--- config.mk ---
export PLATFORM = sky130hd
export DESIGN_NAME = busr_shift_reg
export DESIGN_NICKNAME = d
export VERILOG_FILES = /design/src/rtl/busr_fifo.v /design/src/rtl/busr_shift_reg.v
export VERILOG_INCLUDE_DIRS = /design/src /design/src/pkg
export SDC_FILE = /design/constraint.sdc
export NUM_CORES = 1
export LEC_CHECK = 0
export ABC_AREA = 0
export BUFFER_PORTS_ARGS = -buffer_cell sky130_fd_sc_hd__buf_2
export CAP_MARGIN = 5
export CELL_PAD_IN_SITES_DETAIL_PLACEMENT = 1
export CELL_PAD_IN_SITES_GLOBAL_PLACEMENT = 1
export CORE_MARGIN = 5
export CORE_UTILIZATION = 30
export CTS_CLUSTER_DIAMETER = 100
export CTS_CLUSTER_SIZE = 25
export DETAILED_ROUTE_END_ITERATION = 16
export HOLD_SLACK_MARGIN = 0.15
export PLACE_DENSITY_LB_ADDON = 0.1
export RECOVER_POWER = 100
export SLEW_MARGIN = 20
export SYNTH_ARGS = -nofsm -noshare
export SYNTH_HDL_FRONTEND = slang
export SYNTH_SLANG_ARGS = --single-unit
--- constraint.sdc ---
create_clock -name clk -period 4 [get_ports clk]
set_input_delay 0.8 -clock clk [delete_from_list [all_inputs] [get_ports clk]]
set_output_delay 0.8 -clock clk [all_outputs]
set_load 0.01 [all_outputs]
--- src/pkg/busr_map.vh ---
// constants for the four-bit universal shift register and its command queue
`ifndef BUSR_MAP_VH
`define BUSR_MAP_VH

// register width and reset value
`define BUSR_WIDTH        4
`define BUSR_RESET_VALUE  4'h0

// mode_select codes, bit 1 is the upper select, bit 0 the lower
`define BUSR_MODE_HOLD    2'h0
`define BUSR_MODE_RIGHT   2'h1
`define BUSR_MODE_LEFT    2'h2
`define BUSR_MODE_LOAD    2'h3

// command word layout
`define BUSR_CMD_WIDTH    8
`define BUSR_CMD_DATA_LSB 0
`define BUSR_CMD_DATA_MSB 3
`define BUSR_CMD_LEFT_BIT 4
`define BUSR_CMD_RIGHT_BIT 5
`define BUSR_CMD_MODE_LSB 6
`define BUSR_CMD_MODE_MSB 7

// command queue depth
`define BUSR_QUEUE_DEPTH  32

`endif

--- src/rtl/busr_fifo.v ---
// synchronous fifo with valid and ready on both sides
`timescale 1ns/1ps
module busr_fifo #(
    parameter WIDTH = 8,
    parameter DEPTH = 32,
    parameter AW    = 5
) (
    clk,
    rstn,
    in_valid,
    in_ready,
    in_data,
    out_valid,
    out_ready,
    out_data
);
    input  wire             clk;
    input  wire             rstn;
    input  wire             in_valid;
    output wire             in_ready;
    input  wire [WIDTH-1:0] in_data;
    output wire             out_valid;
    input  wire             out_ready;
    output wire [WIDTH-1:0] out_data;

    reg  [WIDTH-1:0] mem_q [0:DEPTH-1];
    reg  [AW-1:0]    wr_ptr_q;
    reg  [AW-1:0]    rd_ptr_q;
    reg  [AW:0]      count_q;
    reg              ready_q;
    wire             push;
    wire             pop;
    wire [AW:0]      count_d;

    // pointer step with wrap at depth
    function [AW-1:0] ptr_next;
        input [AW-1:0] p;
        begin
            if (p == DEPTH[AW-1:0] - 1'b1 || DEPTH == (1 << AW) && p == {AW{1'b1}}) begin
                ptr_next = {AW{1'b0}};
            end else begin
                ptr_next = p + 1'b1;
            end
        end
    endfunction

    assign push      = in_valid && ready_q;
    assign pop       = out_valid && out_ready;
    assign out_valid = (count_q != {(AW+1){1'b0}});
    assign out_data  = mem_q[rd_ptr_q];
    assign in_ready  = ready_q;
    assign count_d   = count_q + {{AW{1'b0}}, push} - {{AW{1'b0}}, pop};

    always @(posedge clk) begin
        if (push) begin
            mem_q[wr_ptr_q] <= in_data;
        end
    end

    always @(posedge clk) begin
        if (!rstn) begin
            wr_ptr_q <= {AW{1'b0}};
            rd_ptr_q <= {AW{1'b0}};
            count_q  <= {(AW+1){1'b0}};
            ready_q  <= 1'b0;
        end else begin
            if (push) begin
                wr_ptr_q <= ptr_next(wr_ptr_q);
            end
            if (pop) begin
                rd_ptr_q <= ptr_next(rd_ptr_q);
            end
            count_q <= count_d;
            ready_q <= (count_d < DEPTH[AW:0]);
        end
    end
endmodule // busr_fifo

--- src/rtl/busr_shift_reg.v ---
// four-bit bidirectional universal shift register fed by a command queue
//
// Operation
// (RL1) four flip-flops hold the state and each drives its own bit of register_out.
// (RL2) mode_select picks hold, shift right, shift left or parallel load for each step.
// (RL3) mode 0 keeps all four bits and ignores the serial and parallel inputs.
// (RL4) mode 2 shifts left: bit n takes old bit n+1 and bit 3 takes left_serial_in.
// (RL5) mode 1 shifts right: bit 0 takes right_serial_in and bit n takes old bit n-1.
// (RL6) mode 3 loads all four parallel_data_in bits together.
// (RL7) async_clear_n low forces register_out to zero at once without a clock.
// (RL8) state changes only on the rising clock edge using values sampled before it; async_clear_n low still clears register_out without an edge.
// (RL9) the feeding logic keeps its inputs stable around each rising edge.
// (RL10) every bit updates on the same edge of the single clock.
// (RL11) after async_clear_n rises, operation resumes at the next edge from zero.
`timescale 1ns/1ps
`include "busr_map.vh"
module busr_shift_reg #(
    parameter DEPTH = `BUSR_QUEUE_DEPTH,
    parameter AW    = 5
) (
    clk,
    rstn,
    async_clear_n,
    cmd_valid,
    cmd_ready,
    mode_select,
    parallel_data_in,
    left_serial_in,
    right_serial_in,
    run,
    step_done,
    register_out
);
    input  wire                   clk;
    input  wire                   rstn;
    input  wire                   async_clear_n;
    input  wire                   cmd_valid;
    output wire                   cmd_ready;
    input  wire [1:0]             mode_select;
    input  wire [`BUSR_WIDTH-1:0] parallel_data_in;
    input  wire                   left_serial_in;
    input  wire                   right_serial_in;
    input  wire                   run;
    output reg                    step_done;
    output reg  [`BUSR_WIDTH-1:0] register_out;

    wire [`BUSR_CMD_WIDTH-1:0] cmd_in;
    wire [`BUSR_CMD_WIDTH-1:0] cmd;
    wire                       cmd_avail;
    wire                       take;
    wire [1:0]                 mode;
    wire [`BUSR_WIDTH-1:0]     pdata;
    wire                       right_in;
    wire                       left_in;
    reg  [`BUSR_WIDTH-1:0]     reg_d;

    // commands are queued with the inputs captured on the accepting edge (see RL9)
    assign cmd_in = {mode_select, right_serial_in, left_serial_in, parallel_data_in};

    busr_fifo #(
        .WIDTH (`BUSR_CMD_WIDTH),
        .DEPTH (DEPTH),
        .AW    (AW)
    ) u_queue (
        .clk       (clk),
        .rstn      (rstn),
        .in_valid  (cmd_valid),
        .in_ready  (cmd_ready),
        .in_data   (cmd_in),
        .out_valid (cmd_avail),
        .out_ready (run),
        .out_data  (cmd)
    );

    assign take  = cmd_avail && run;
    assign mode  = cmd[`BUSR_CMD_MODE_MSB:`BUSR_CMD_MODE_LSB];
    assign pdata = cmd[`BUSR_CMD_DATA_MSB:`BUSR_CMD_DATA_LSB];
    assign right_in = cmd[`BUSR_CMD_RIGHT_BIT];
    assign left_in  = cmd[`BUSR_CMD_LEFT_BIT];

    // steering for one stage: the mode picks what feeds the bit
    function bit_next;
        input [1:0] sel;
        input       own;
        input       below;
        input       above;
        input       load;
        begin
            case (sel) // see RL2
                `BUSR_MODE_HOLD: begin
                    bit_next = own; // see RL3
                end
                `BUSR_MODE_RIGHT: begin
                    bit_next = below; // see RL5
                end
                `BUSR_MODE_LEFT: begin
                    bit_next = above; // see RL4
                end
                `BUSR_MODE_LOAD: begin
                    bit_next = load; // see RL6
                end
                default: begin
                    bit_next = own;
                end
            endcase
        end
    endfunction

    // next-state selection, one steering stage per flip-flop
    always @* begin
        reg_d = register_out;
        if (take) begin
            reg_d[0] = bit_next(mode, register_out[0], right_in, register_out[1], pdata[0]);
            reg_d[1] = bit_next(mode, register_out[1], register_out[0],
                                register_out[2], pdata[1]);
            reg_d[2] = bit_next(mode, register_out[2], register_out[1],
                                register_out[3], pdata[2]);
            reg_d[3] = bit_next(mode, register_out[3], register_out[2], left_in, pdata[3]);
        end
    end

    // storage flip-flops, one edge for all bits (see RL1) (see RL8) (see RL10)
    always @(posedge clk or negedge async_clear_n) begin
        if (!async_clear_n) begin
            register_out <= `BUSR_RESET_VALUE; // see RL7
            step_done    <= 1'b0;
        end else if (!rstn) begin
            register_out <= `BUSR_RESET_VALUE;
            step_done    <= 1'b0;
        end else begin
            register_out <= reg_d; // see RL11
            step_done    <= take;
        end
    end
endmodule // busr_shift_reg

=== Yosys cells after proc, flatten, opt, wreduce, memory -nomap -nowiden ===
Memory sizes are Yosys's and may differ from the RTL's. A register that Yosys moved wholly into a read port is not among the register bits.
Cells that the tools add are included.

* Flip-flop bits (word level): 22
* Bits in writable memories: 256
* Bits of input ports: 13
* Output and inout port bits: 6
* Logic and storage cells: 37
* Memories: 1

{| class="wikitable"
|+ Memory list
! memory !! depth !! bits a word !! read ports !! clocked after memory_dff !! write ports !! RTL line !! source
|-
| u_queue.mem_q || 32 || 8 || 1 || 1 || 1 || busr_fifo.v:26 || <nowiki>reg [WIDTH-1:0] mem_q [0:DEPTH-1];</nowiki>
|}

* $add $sub $neg: 4
* $lt $le $gt $ge: 1
* Equal/unequal tests: 7
* Multiplexer cells: 13
* Reduce and logical (&&, ||, !) cells: 5

{| class="wikitable"
|+ Operators with widths
! kind !! number
|-
| $mux W5 || 4
|-
| $pmux W1 S3 || 4
|-
| $add A5 B1 Y5 const B || 2
|-
| $eq A5 B5 Y1 const B || 2
|-
| $mux W4 || 2
|-
| $add A6 B1 Y6 || 1
|-
| $lt A6 B6 Y1 const B || 1
|-
| $reduce_bool A6 Y1 || 1
|-
| $sub A6 B1 Y6 || 1
|-
| $eq A2 B2 Y1 const B || 2
|-
| $mux W1 || 3
|-
| $eq A2 B1 Y1 const B || 1
|-
| $logic_and A1 B1 Y1 || 2
|-
| $logic_not A2 Y1 || 1
|-
| $ne A2 B1 Y1 const B || 1
|-
| $ne A2 B2 Y1 const B || 1
|-
| $reduce_and A2 Y1 || 1
|}

=== Depth between registers and ports, before layout ===
Gate-level depths: netlist of run 1.

* Word-level depth: 4
* Gate-level depth with buffers: 17
* Gate-level depth less buffers: 16

=== Cells and area by module ===
A second synthesis of run 1 with hierarchy kept.

* Cell total of the unflattened synthesis: 660
* Area total of the unflattened synthesis: 11439.7 um2

{| class="wikitable"
|+ Modules (own cells, without submodules)
! module !! times used !! cells each !! area each (um2) !! seq. area each (um2)
|-
| busr_fifo || 1 || 633 || 11148.2 || 8127.8
|-
| busr_shift_reg || 1 || 27 || 291.5 || 125.1
|}

=== Worst setup path after synthesis of run 1 ===
Ideal clock, no wire load.

* Kind: flip-flop to flip-flop
* From: register u_queue.count_q[2]
* To: register u_queue.count_q[4]
* Library setup time: 0.128 ns
* Data arrival time: 2.645 ns
* Data required time: 3.872 ns
* Setup slack: 1.228 ns
* Cell stages (with the launch flop): 18
* Buffers on the path: 1
* Period minus slack after synthesis: 2.772 ns
* Cells stage by stage: dfxtp_1 > inv_1 > ha_1 > nand2_1 > o31ai_1 > clkbuf_1 > inv_1 > ha_1 > inv_1 > ha_1 > inv_1 > fa_1 > inv_1 > a21oi_1 > nor2_1 > nor2_1 > xor2_1 > nor2_1

* Longest elaborated chain between the ends: 3
* Elaborated cells on any way between the ends: 4
* Those cells by class: add/sub (2); reduce/logical (2)

{| class="wikitable"
|+ Ends and longest elaborated chain
! what !! RTL line !! source
|-
| start, declared || busr_fifo.v:29 || <nowiki>reg [AW:0] count_q;</nowiki>
|-
| start signal, assigned || busr_fifo.v:64 || <nowiki>count_q <= {(AW+1){1'b0}};</nowiki>
|-
| start signal, assigned || busr_fifo.v:73 || <nowiki>count_q <= count_d;</nowiki>
|-
| parallel branches: the longest is 2 deep, another holds $add A6 B1 Y6 || -- ||
|-
| $sub A6 B1 Y6 * || busr_fifo.v:52 || <nowiki>assign count_d = count_q + {{AW{1'b0}}, push} - {{AW{1'b0}}, pop};</nowiki>
|}

Mark *: on every way between the ends.
A chain may end at the register's enable or synchronous reset.

==> impl_metrics.csv, run 1 <==
group,metric,value,unit
run_status,violations,"max-capacitance violations, max-slew violations",
worst_setup_path,rrSetupSlack,0.69,ns
cts,cts_post_setup_buffers_inserted,0,
synth,synth_top_area_share,67.6,%
floorplan,ios,19,
cts,clk_pin_slew,0.09,ns
worst_setup_path,r2r_end,"register_out[2]$_DFFE_PN0P_",
cts,cts_hold_buffers,1,
sta,fin_crit,3.31,ns
power,p_sw_share,25.9,%
worst_setup_path,r2r_cells,8,
power,power,6.17,mW
placement,place_congestion,0.798,
floorplan,row_count,71,
run_status,status,"finished with violations",
worst_setup_path,crit_fanout,24,
cts,cts_tree,"yes",
sta,tightestPinTransition,1.70,ns
synth,synth_area,11400,um2
worst_setup_path,critical_path_class,"reg2reg",
sta,final.period_utilization,82.7,%
floorplan,chipWidth,205,um
sta,max_slew_margin,-13.0,%
run,maxCapViolations,8,
sta,fin_skew,0.0156,ns
cts,h-tree-depth,1,
power,sequentialPowerShare,55.1,%
sta,hold_viol_final,0,
cells_and_area,nNetsFinal,697,
grt,antenna_found_initial,0,
synth,postSynthAreaPerCell,17.6,um2
grt,grt_usage,13.5,%
cts,cts.sinks,283,
worst_setup_path,startpoint_type,"flop",
sta,finalSetupTns,0,ns
synth,synth-seq-area-share,72.6,%
cts,cts_root_buffer,"clkbuf_16",
synth,synthCells,645,
worst_setup_path,crit_path_end_kind,"flop",
power,p_int,4.57,mW
detailed_routing,drtPass1Iterations,4,
power,leakage,3.79,nW
cells_and_area,diodes,0,
detailed_routing,drc,0,
cts,clock_path_buffers,3,
synth,synth_top_area_cell,"edfxtp_1",
worst_setup_path,arrival,3.69,ns
synth,ys_seq_elements,283,
grt,grt_pass1_wl,41900,um
synth,synthesis.nets,674,
cells_and_area,syn_to_final_growth,9.84,%
power,p_sw,1.60,mW
power,peakVddDrop,222,uV
floorplan,dieArea,41900,um2
cells_and_area,n_fill_cell,3779,
synth,ys_types,56,
synth,synth_flop_cell,"edfxtp_1",
worst_setup_path,required,4.39,ns
sta,max_freq,302,MHz
floorplan,initial_core_util,30.3,%
synth,async_flop_share,1.77,%
synth,synth.area.top_cells,"edfxtp_1 68%, mux4_2 7.3%, dfxtp_1 3.9%",
detailed_routing,route.vias.total,5746,
synth,synth_edf_count,256,
grt,grt.overflow.total,0,
placement,hpwlAfterDp,18700,um
power,power_frac_comb,16.4,%
floorplan,core,37600,um2
placement,port_buffers,18,
power,clockPowerShare,28.5,%
floorplan,fp.dieH,205,um
sta,rsz0062_at_grt,"false",
sta,finalSetupViolCount,0,
detailed_routing,drt_iter0_drc,339,
grt,grt_max_degree,33,
cts,numCtsBuffers,15,
detailed_routing,vias_per_cell,4.85,
worst_hold_path,hp-class,"reg2reg",
grt,grt_pass1_vias,6225,
detailed_routing,drtAntennaViolNets,0,
synth,ys_warn_count,0,
detailed_routing,wire_per_inst,23.7,um
cts,clk_latency,0.50,ns
cts,cts-resized-gates,0,
detailed_routing,wirelength,28100,um
cells_and_area,drive_gt1_share,12.0,%
sta,report.final.slew_viol_count,263,
power,powerDensity,494,nW/um2
worst_setup_path,endpoint,"register_out[2]$_DFFE_PN0P_",
-- through the flow --
| step | util [%] | hold slack (ns) | instance area [um2] | setup slack (ns) | std cells |
|---|---|---|---|---|---|
| CTS | 33.4 | 0.502 | 12500 | 0.753 | 1184 |
| finish | 33.2 | 0.497 | 12500 | 0.692 | 1184 |
| detailed placement | 32.1 | 0.489 | 12100 | 0.763 | 1161 |
| global placement | 32.1 | 0.478 | 12100 | 0.879 | 1161 |
| floorplan | - | 0.455 | 11400 | 1.23 | 645 |
| global route | 33.2 | 0.531 | 12500 | 0.468 | 1184 |
-- worst max-delay path, cell delays in order, from the launching register on --
cell,delay [ns]
dfxtp_2,0.55
nor2_1,0.82
a22oi_1,0.22
nand4_1,0.20
o21ai_0,0.11
nor2_1,0.59
nor2b_1,0.19
and3_1,0.23
a221o_1,0.26
-- worst min-delay path by stage --
| stage | from | to | slack, ns | depth (start not counted) |
|---|---|---|---|---|
| after floorplan | u_queue.rd_ptr_q[4]$_SDFFE_PN0N_ | flop | 0.45 | 2 |
| after global placement | u_queue.rd_ptr_q[4]$_SDFFE_PN0N_ | flop | 0.48 | 2 |
| after detailed placement | u_queue.rd_ptr_q[4]$_SDFFE_PN0N_ | u_queue.rd_ptr_q[4]$_SDFFE_PN0N_ | 0.49 | 2 |
| after CTS | u_queue.rd_ptr_q[4]$_SDFFE_PN0N_ | flop | 0.50 | 2 |
| after global routing | rstn | u_queue.in_ready$_SDFF_PN0_ | 0.53 | 2 |
| final | u_queue.rd_ptr_q[4]$_SDFFE_PN0N_ | flop | 0.50 | 2 |
-- registers in the layout (all words and copies together), names as in the netlist, named ones only --
register	cells
u_queue.in_ready	1
u_queue.mem_q	256
u_queue.count_q	6
u_queue.wr_ptr_q	5
step_done	1
u_queue.rd_ptr_q	5
register_out	4
-- Yosys cell counts, types with 2 or more instances --
library cell,n
edfxtp_1,256
nor2_1,54
mux2i_1,40
mux4_2,37
nand2_1,26
dfxtp_1,22
a21oi_1,20
a22oi_1,16
ha_1,15
o22ai_1,15
inv_1,14
clkbuf_1,11
mux4_1,10
nor3_1,9
o21ai_0,8
buf_2,6
or2_2,6
buf_4,5
dfrtp_1,5
nand3b_1,5
and3_1,4
nand2b_1,4
nor2b_1,4
or3_1,4
and2_1,3
buf_6,3
nand3_1,3
nand4_1,3
a221o_1,2
a31oi_1,2
buf_1,2
clkinv_1,2
o21ai_1,2
o41ai_1,2
or3b_2,2
xnor2_1,2
xor2_1,2
-- final cells by class --
type,count,area [um2],area share [%]
Sequential cell,283,8260,66.1
Clock inverter,3,68.8,0.551
Inverter,16,60.1,0.481
Clock buffer,19,390,3.12
Multi-Input combinational cell,318,2890,23.1
Timing Repair Buffer,34,188,1.50
Tap cell,511,639,5.12
-- metal layers --
layer | track usage, % | wire length, um
met5 | 0 | 0
met4 | 2.63 | 442
met3 | 1.66 | 775
met2 | 23.2 | 13900
met1 | 18.6 | 12900
-- layout by cell type, fill, tap and decap left out, types with 3 or more instances in the layout --
| cell type | count |
|---|---|
| and3_1 | 4 |
| mux2i_1 | 40 |
| mux4_2 | 37 |
| inv_1 | 14 |
| clkbuf_1 | 24 |
| buf_2 | 3 |
| nor2_1 | 55 |
| o21ai_0 | 9 |
| mux4_1 | 10 |
| nand4_1 | 3 |
| nor3_1 | 9 |
| dfxtp_1 | 20 |
| clkbuf_16 | 15 |
| o22ai_1 | 15 |
| a21oi_1 | 20 |
| ha_1 | 15 |
| or2_2 | 6 |
| nand2b_1 | 4 |
| nand3_1 | 3 |
| nand3b_1 | 5 |
| edfxtp_1 | 256 |
| dfrtp_1 | 5 |
| buf_4 | 9 |
| nand2_1 | 26 |
| nor2b_1 | 4 |
| a22oi_1 | 16 |
| or3_1 | 4 |
-- power by group through the flow --
| stage | clock network (mW) | registers (mW) | logic [mW] |
|---|---|---|---|
| after floorplan | 0 | 3.40 | 0.770 |
| after global placement | 0 | 3.47 | 1.02 |
| after detailed placement | 0 | 3.47 | 1.05 |
| after CTS | 1.83 | 3.41 | 1.05 |
| after global routing | 1.94 | 3.42 | 1.13 |
| final | 1.76 | 3.40 | 1.02 |
-- logic make-up (layout without fill, tap and decap cells) --
kind of cell,count (synthesis),in the layout,synth area share (%)
and+or+nand+nor,133,133,5.65
xor gates and xnor gates,4,4,0.308
AOI/OAI and AO/OA,77,77,4.37
adders and majority gates,16,16,1.83
buffers and inverters,44,72,2.02
muxes,88,88,13.3
DFF,283,283,72.6
Note: power is estimated with default switching activity, not from simulation.
==> inputs of run 2 (changes only) <==
==> constraint.sdc (replaced) <==
create_clock -name clk -period 3 [get_ports clk]
set_input_delay 0.6 -clock clk [delete_from_list [all_inputs] [get_ports clk]]
set_output_delay 0.6 -clock clk [all_outputs]
set_load 0.01 [all_outputs]
==> impl_metrics.csv, run 2 (synthesized netlist as in run 1, its figures left out) <==
group,metric,value,unit
run_status,status,"finished with violations",
run_status,violations,"max-capacitance violations, max-slew violations",
cts,cts-resized-gates,0,
cells_and_area,syn_to_final_growth,11.7,%
placement,dpl_cell_area,12400,um2
detailed_routing,drtPass1Iterations,4,
worst_setup_path,startpoint_type,"flop",
placement,port_buffers,18,
cells_and_area,reg.largest.list,"u_queue.mem_q (256), u_queue.count_q (6)",
grt,antenna_found_initial,0,
sta,rsz0062_at_grt,"false",
floorplan,dieArea,41900,um2
cells_and_area,drive_gt1_share,13.4,%
floorplan,fp.dieH,205,um
cells_and_area,regArea,8260,um2
cells_and_area,nNetsFinal,730,
placement,post-place-cells,1194,
cts,cts_tree,"yes",
cells_and_area,largest_reg_flops,256,
cts,clock_path_buffers,3,
detailed_routing,route.vias.total,5910,
worst_setup_path,crit_fanout,18,
placement,hpwlAfterDp,20400,um
cells_and_area,layout_common_cells,"256 x edfxtp_1, 54 x nor2_1, 46 x clkbuf_1, 40 x mux2i_1, 37 x mux4_2",
grt,grt_pass1_vias,6453,
cells_and_area,postLayoutCoreUtil,33.8,%
placement,dp_slack,0.334,ns
sta,hold_ws,0.333,ns
cells_and_area,final_cells,1220,
cells_and_area,n_fill_cell,3821,
worst_setup_path,arrival,2.99,ns
cts,clk_pin_slew,0.10,ns
cts,cts.sinks,283,
sta,fin_crit,2.60,ns
detailed_routing,drt_iter0_drc,381,
cells_and_area,design_area,12700,um2
cts,cts_root_buffer,"clkbuf_16",
grt,grt_pass1_wl,44400,um
cts,numCtsBuffers,15,
power,powerDensity,648,nW/um2
floorplan,ios,19,
power,power,8.23,mW
detailed_routing,vias_per_cell,4.84,
sta,report.final.slew_viol_count,231,
detailed_routing,wirelength,29900,um
worst_setup_path,critPathTopFamily,"multiplexers",
worst_setup_path,crit_slowest_cell,"mux4_1",
grt,grt_max_degree,33,
sta,fin_skew,0.0171,ns
sta,max_slew_margin,-19.7,%
worst_setup_path,critPathBufInv,1,
sta,finalSetupTns,0,ns
cells_and_area,regMostFlops,"u_queue.mem_q",
cells_and_area,final_common_cell,"edfxtp_1",
cts,h-tree-depth,1,
detailed_routing,wire_per_inst,24.5,um
detailed_routing,drtAntennaViolNets,0,
worst_setup_path,cp_slowest_stage_delay,0.57,ns
cells_and_area,diodes,0,
detailed_routing,drc,0,
power,peakVddDrop,376,uV
sta,final.period_utilization,86.6,%
floorplan,initial_core_util,30.3,%
grt,grt_usage,14.3,%
worst_setup_path,crit_path_end_kind,"flop",
sta,postLayoutSetupSlackWorst,0.402,ns
sta,finalSetupViolCount,0,
grt,grt.overflow.total,0,
sta,tightestPinTransition,1.80,ns
sta,hold_viol_final,0,
cells_and_area,multi_input_area,2890,um2
placement,place_congestion,0.791,
floorplan,core,37600,um2
worst_hold_path,hp-class,"in2reg",
power,leakage,3.89,nW
floorplan,row_count,71,
worst_setup_path,crit_chain,"buf_12 -> mux4_1 -> mux2_2 -> a21oi_1 -> o22ai_1 -> and3_1 -> a221o_1",
sta,max_freq,385,MHz
cts,clk_latency,0.50,ns
run,maxCapViolations,7,
worst_setup_path,critical_path_class,"reg2reg",
floorplan,chipWidth,205,um
worst_setup_path,required,3.39,ns
## run 2: worst paths after layout
check	startpoint	end	slack, ns	cells after the start
min in group asynchronous	async_clear_n	register_out[1]$_DFFE_PN0P_	0.50	2
min	rstn	u_queue.count_q[0]$_SDFF_PN0_	0.33	2
max reg2reg	flop	register_out[3]$_DFFE_PN0P_	0.40	7
max	flop	register_out[3]$_DFFE_PN0P_	0.40	7
max in group asynchronous	async_clear_n	step_done$_DFF_PN0_	2.26	2
min reg2reg	u_queue.rd_ptr_q[4]$_SDFFE_PN0N_	u_queue.rd_ptr_q[4]$_SDFFE_PN0N_	0.51	2
## run 2: repair_timing
action                                 4_1_cts  5_1_grt
hold buffers                                 1        0
setup endpoints to repair                    0        0
buffers inserted                             0        0
endpoints found under the hold margin        5        0
## run 2: final cells by class
cell class / count / share of cell area (%)
well taps: 511 / 5.03
flip-flops and latches: 283 / 65.0
clock inverters: 2 / 0.108
clock buffers: 23 / 3.36
inverters: 16 / 0.473
multi-input cells: 318 / 22.8
repair buffers: 67 / 3.26
## run 2: power breakdown
part / total (mW) / internal (mW) / switching [mW] / leakage [nW]
combinational: 1.48 / 0.666 / 0.811 / 1.13
sequential: 4.50 / 4.39 / 0.110 / 2.55
clock: 2.25 / 1.00 / 1.25 / 0.214
## run 2: layer usage
| layer | track usage (%) | vias up | routed length, um |
|---|---|---|---|
| met1 | 20.1 | 3166 | 14100 |
| met4 | 2.18 | 0 | 313 |
| met3 | 1.79 | 19 | 781 |
| met2 | 24.5 | 72 | 14700 |
| li1 | - | 2653 | - |
| met5 | 0 | - | 0 |
## run 2: worst reg2reg max path, cell delays in order, from the launching register on
cell	delay (ns)
dfxtp_2	0.55
buf_12	0.23
mux4_1	0.58
mux2_2	0.31
a21oi_1	0.26
o22ai_1	0.12
and3_1	0.19
a221o_1	0.26
==> inputs of run 3 (changes only) <==
--- a/config.mk
+++ b/config.mk
@@ -22,4 +22,5 @@
 export SLEW_MARGIN = 20
 export SYNTH_ARGS = -nofsm -noshare
 export SYNTH_HDL_FRONTEND = slang
+export SYNTH_HIERARCHICAL = 1
 export SYNTH_SLANG_ARGS = --single-unit
==> impl_metrics.csv, run 3 <==
group,metric,value,unit
worst_setup_path,crit_slowest_cell,"mux4_1",
placement,hpwlAfterDp,19300,um
worst_setup_path,critPathTopFamily,"compound AO/OA/AOI/OAI gates",
cells_and_area,final_common_cell,"edfxtp_1",
floorplan,initial_core_util,30.4,%
power,leakage,3.86,nW
detailed_routing,drt_iter0_drc,308,
synth,synth_flop_cell,"edfxtp_1",
detailed_routing,drtAntennaViolNets,0,
floorplan,core,37700,um2
cts,cts_root_buffer,"clkbuf_16",
worst_setup_path,cp_slowest_stage_delay,0.62,ns
detailed_routing,vias_per_cell,4.91,
cells_and_area,layout_common_cells,"256 x edfxtp_1, 68 x mux2i_1, 54 x clkbuf_1, 34 x nor2_1",
floorplan,row_count,71,
synth,ys_seq_elements,283,
grt,grt_usage,13.7,%
worst_setup_path,critical_path_class,"reg2reg",
grt,grt_max_degree,33,
worst_setup_path,critPathBufInv,1,
sta,fin_skew,0.0205,ns
cells_and_area,diodes,0,
detailed_routing,route.vias.total,6062,
synth,ys_warn_count,6,
sta,max_slew_margin,-28.2,%
grt,grt_pass1_vias,6525,
synth,synth_top_area_cell,"edfxtp_1",
power,powerDensity,626,nW/um2
floorplan,chipWidth,205,um
synth,synth.area.top_cells,"edfxtp_1 67%, mux2i_1 5.9%, dfxtp_1 3.8%",
worst_setup_path,crit_chain,"buf_4 -> mux4_1 -> a22o_1 -> a221oi_1 -> nand3_1 -> mux2i_1 -> a21oi_1 -> a22o_1",
sta,finalSetupViolCount,0,
worst_hold_path,hp-class,"in2reg",
worst_setup_path,critPathMostFrequentCell,"a22o_1",
power,peakVddDrop,346,uV
cts,cts_tree,"yes",
floorplan,dieArea,42100,um2
synth,synthesis.nets,689,
synth,synth_top_area_share,67.2,%
cts,numCtsBuffers,15,
run_status,violations,"max-capacitance violations, max-slew violations",
power,power,7.97,mW
worst_setup_path,arrival,3.21,ns
sta,rsz0062_at_grt,"false",
worst_setup_path,startpoint_type,"flop",
floorplan,ios,19,
sta,max_freq,355,MHz
synth,synth-seq-area-share,72.1,%
grt,grt.overflow.total,0,
detailed_routing,drtPass1Iterations,4,
placement,port_buffers,18,
cells_and_area,nNetsFinal,744,
synth,synthCells,660,
cells_and_area,regMostFlops,"u_queue/mem_q",
worst_setup_path,crit_path_end_kind,"flop",
sta,hold_viol_final,0,
floorplan,fp.dieH,205,um
cts,clock_path_buffers,3,
sta,report.final.slew_viol_count,231,
synth,synth_edf_count,256,
cts,clk_pin_slew,0.10,ns
run_status,status,"finished with violations",
synth,synth_area,11400,um2
grt,grt_pass1_wl,42900,um
synth,ys_types,52,
cts,clk_latency,0.51,ns
run,maxCapViolations,7,
grt,antenna_found_initial,1,
detailed_routing,wirelength,28900,um
sta,tightestPinTransition,1.92,ns
cts,h-tree-depth,1,
cells_and_area,drive_gt1_share,9.94,%
cells_and_area,n_fill_cell,3867,
synth,async_flop_share,1.77,%
sta,fin_crit,2.82,ns
placement,place_congestion,0.741,
worst_setup_path,crit_fanout,11,
cells_and_area,reg.largest.list,"u_queue/mem_q (256), u_queue/count_q (6)",
detailed_routing,wire_per_inst,23.4,um
cells_and_area,largest_reg_flops,256,
sta,final.period_utilization,93.9,%
synth,netlist_top_cells_count,"256 x edfxtp_1, 68 x mux2i_1, 34 x nor2_1",
synth,postSynthAreaPerCell,17.3,um2
synth,synth.most_common_cell,"edfxtp_1",
worst_setup_path,required,3.40,ns
cts,cts.sinks,283,
cells_and_area,syn_to_final_growth,11.3,%
sta,finalSetupTns,0,ns
detailed_routing,drc,0,
## run 3: changes by cell type in the layout (fill, tap and decap cells not counted), sizes merged, moves of 12 or more
cell	previous run	this run
o22ai	15	0
mux4	47	32
mux2i	40	68
nand3	3	33
a22oi	16	32
nand2	26	14
nor2	55	35
## run 3: final cells by class
cell class                      instances  area (um2)  share of cell area (%)
Sequential cell                       283        8260                    64.9
Multi-Input combinational cell        329        2950                    23.2
Tap cell                              511         639                    5.02
Clock buffer                           23         415                    3.26
Timing Repair Buffer                   73         389                    3.06
Inverter                               13        48.8                   0.383
Clock inverter                          3        30.0                   0.236
## run 3: tightest hold or removal path, stage by stage
cell	delay, ns
buf_2	0.15
nand3_1	0.08
a21oi_1	0.07
## run 3: per-layer routing
| layer | part of all wire, % | track usage [%] | vias to the layer above |
|---|---|---|---|
| li1 | - | - | 2745 |
| met1 | 47 | 19.0 | 3209 |
| met2 | 48 | 23.4 | 75 |
| met3 | 2.7 | 1.80 | 31 |
| met4 | 1.9 | 2.63 | 2 |
| met5 | 0.024 | 0 | - |
## run 3: power breakdown
part	switching, mW	total [mW]	internal [mW]
Sequential	0.0868	4.48	4.39
Clock	1.25	2.24	0.987
Combinational	0.748	1.25	0.499
## run 3: stage by stage
step	hold WS (ns)	util [%]	cells	setup WS, ns	area, um2
5_1_grt	0.463	33.8	1235	0.0384	12700
2_1_floorplan	0.304	-	660	0.456	11400
3_5_place_dp	0.426	32.9	1208	0.170	12400
3_3_place_gp	0.425	32.9	1208	0.215	12400
6_report	0.461	33.8	1235	0.183	12700
4_1_cts	0.413	34.2	1235	0.150	12900
## run 3: timing repair
action,CTS,global route
gates resized for setup,0,1
hold endpoints to repair,5,0
endpoints found under the setup margin,0,1
setup buffers,0,0
hold buffers,1,0
## run 3: cells by family (layout without fill, tap and decap cells)
family / after synthesis / in the layout / share of synthesized area [%]
AOI/OAI and AO/OA: 85 / 85 / 5.35
xor gates and xnor gates: 3 / 3 / 0.230
adders and majority gates: 16 / 16 / 1.82
buffers and inverters: 48 / 112 / 2.13
DFF: 283 / 283 / 72.1
muxes: 100 / 100 / 12.7
and+or+nand+nor: 125 / 125 / 5.62
## run 3: final timing paths
path	depth (start not counted)	slack [ns]	start	to
hold / removal	3	0.46	run	u_queue/rd_ptr_q[4]$_SDFFE_PN0N_
max in group asynchronous	2	2.28	async_clear_n	step_done$_DFF_PN0_
min in group asynchronous	2	0.48	async_clear_n	register_out[1]$_DFFE_PN0P_
setup / recovery	8	0.18	flop	register_out[0]$_DFFE_PN0P_
setup reg to reg	8	0.18	flop	register_out[0]$_DFFE_PN0P_
hold reg to reg	2	0.50	u_queue/rd_ptr_q[4]$_SDFFE_PN0N_	u_queue/rd_ptr_q[4]$_SDFFE_PN0N_
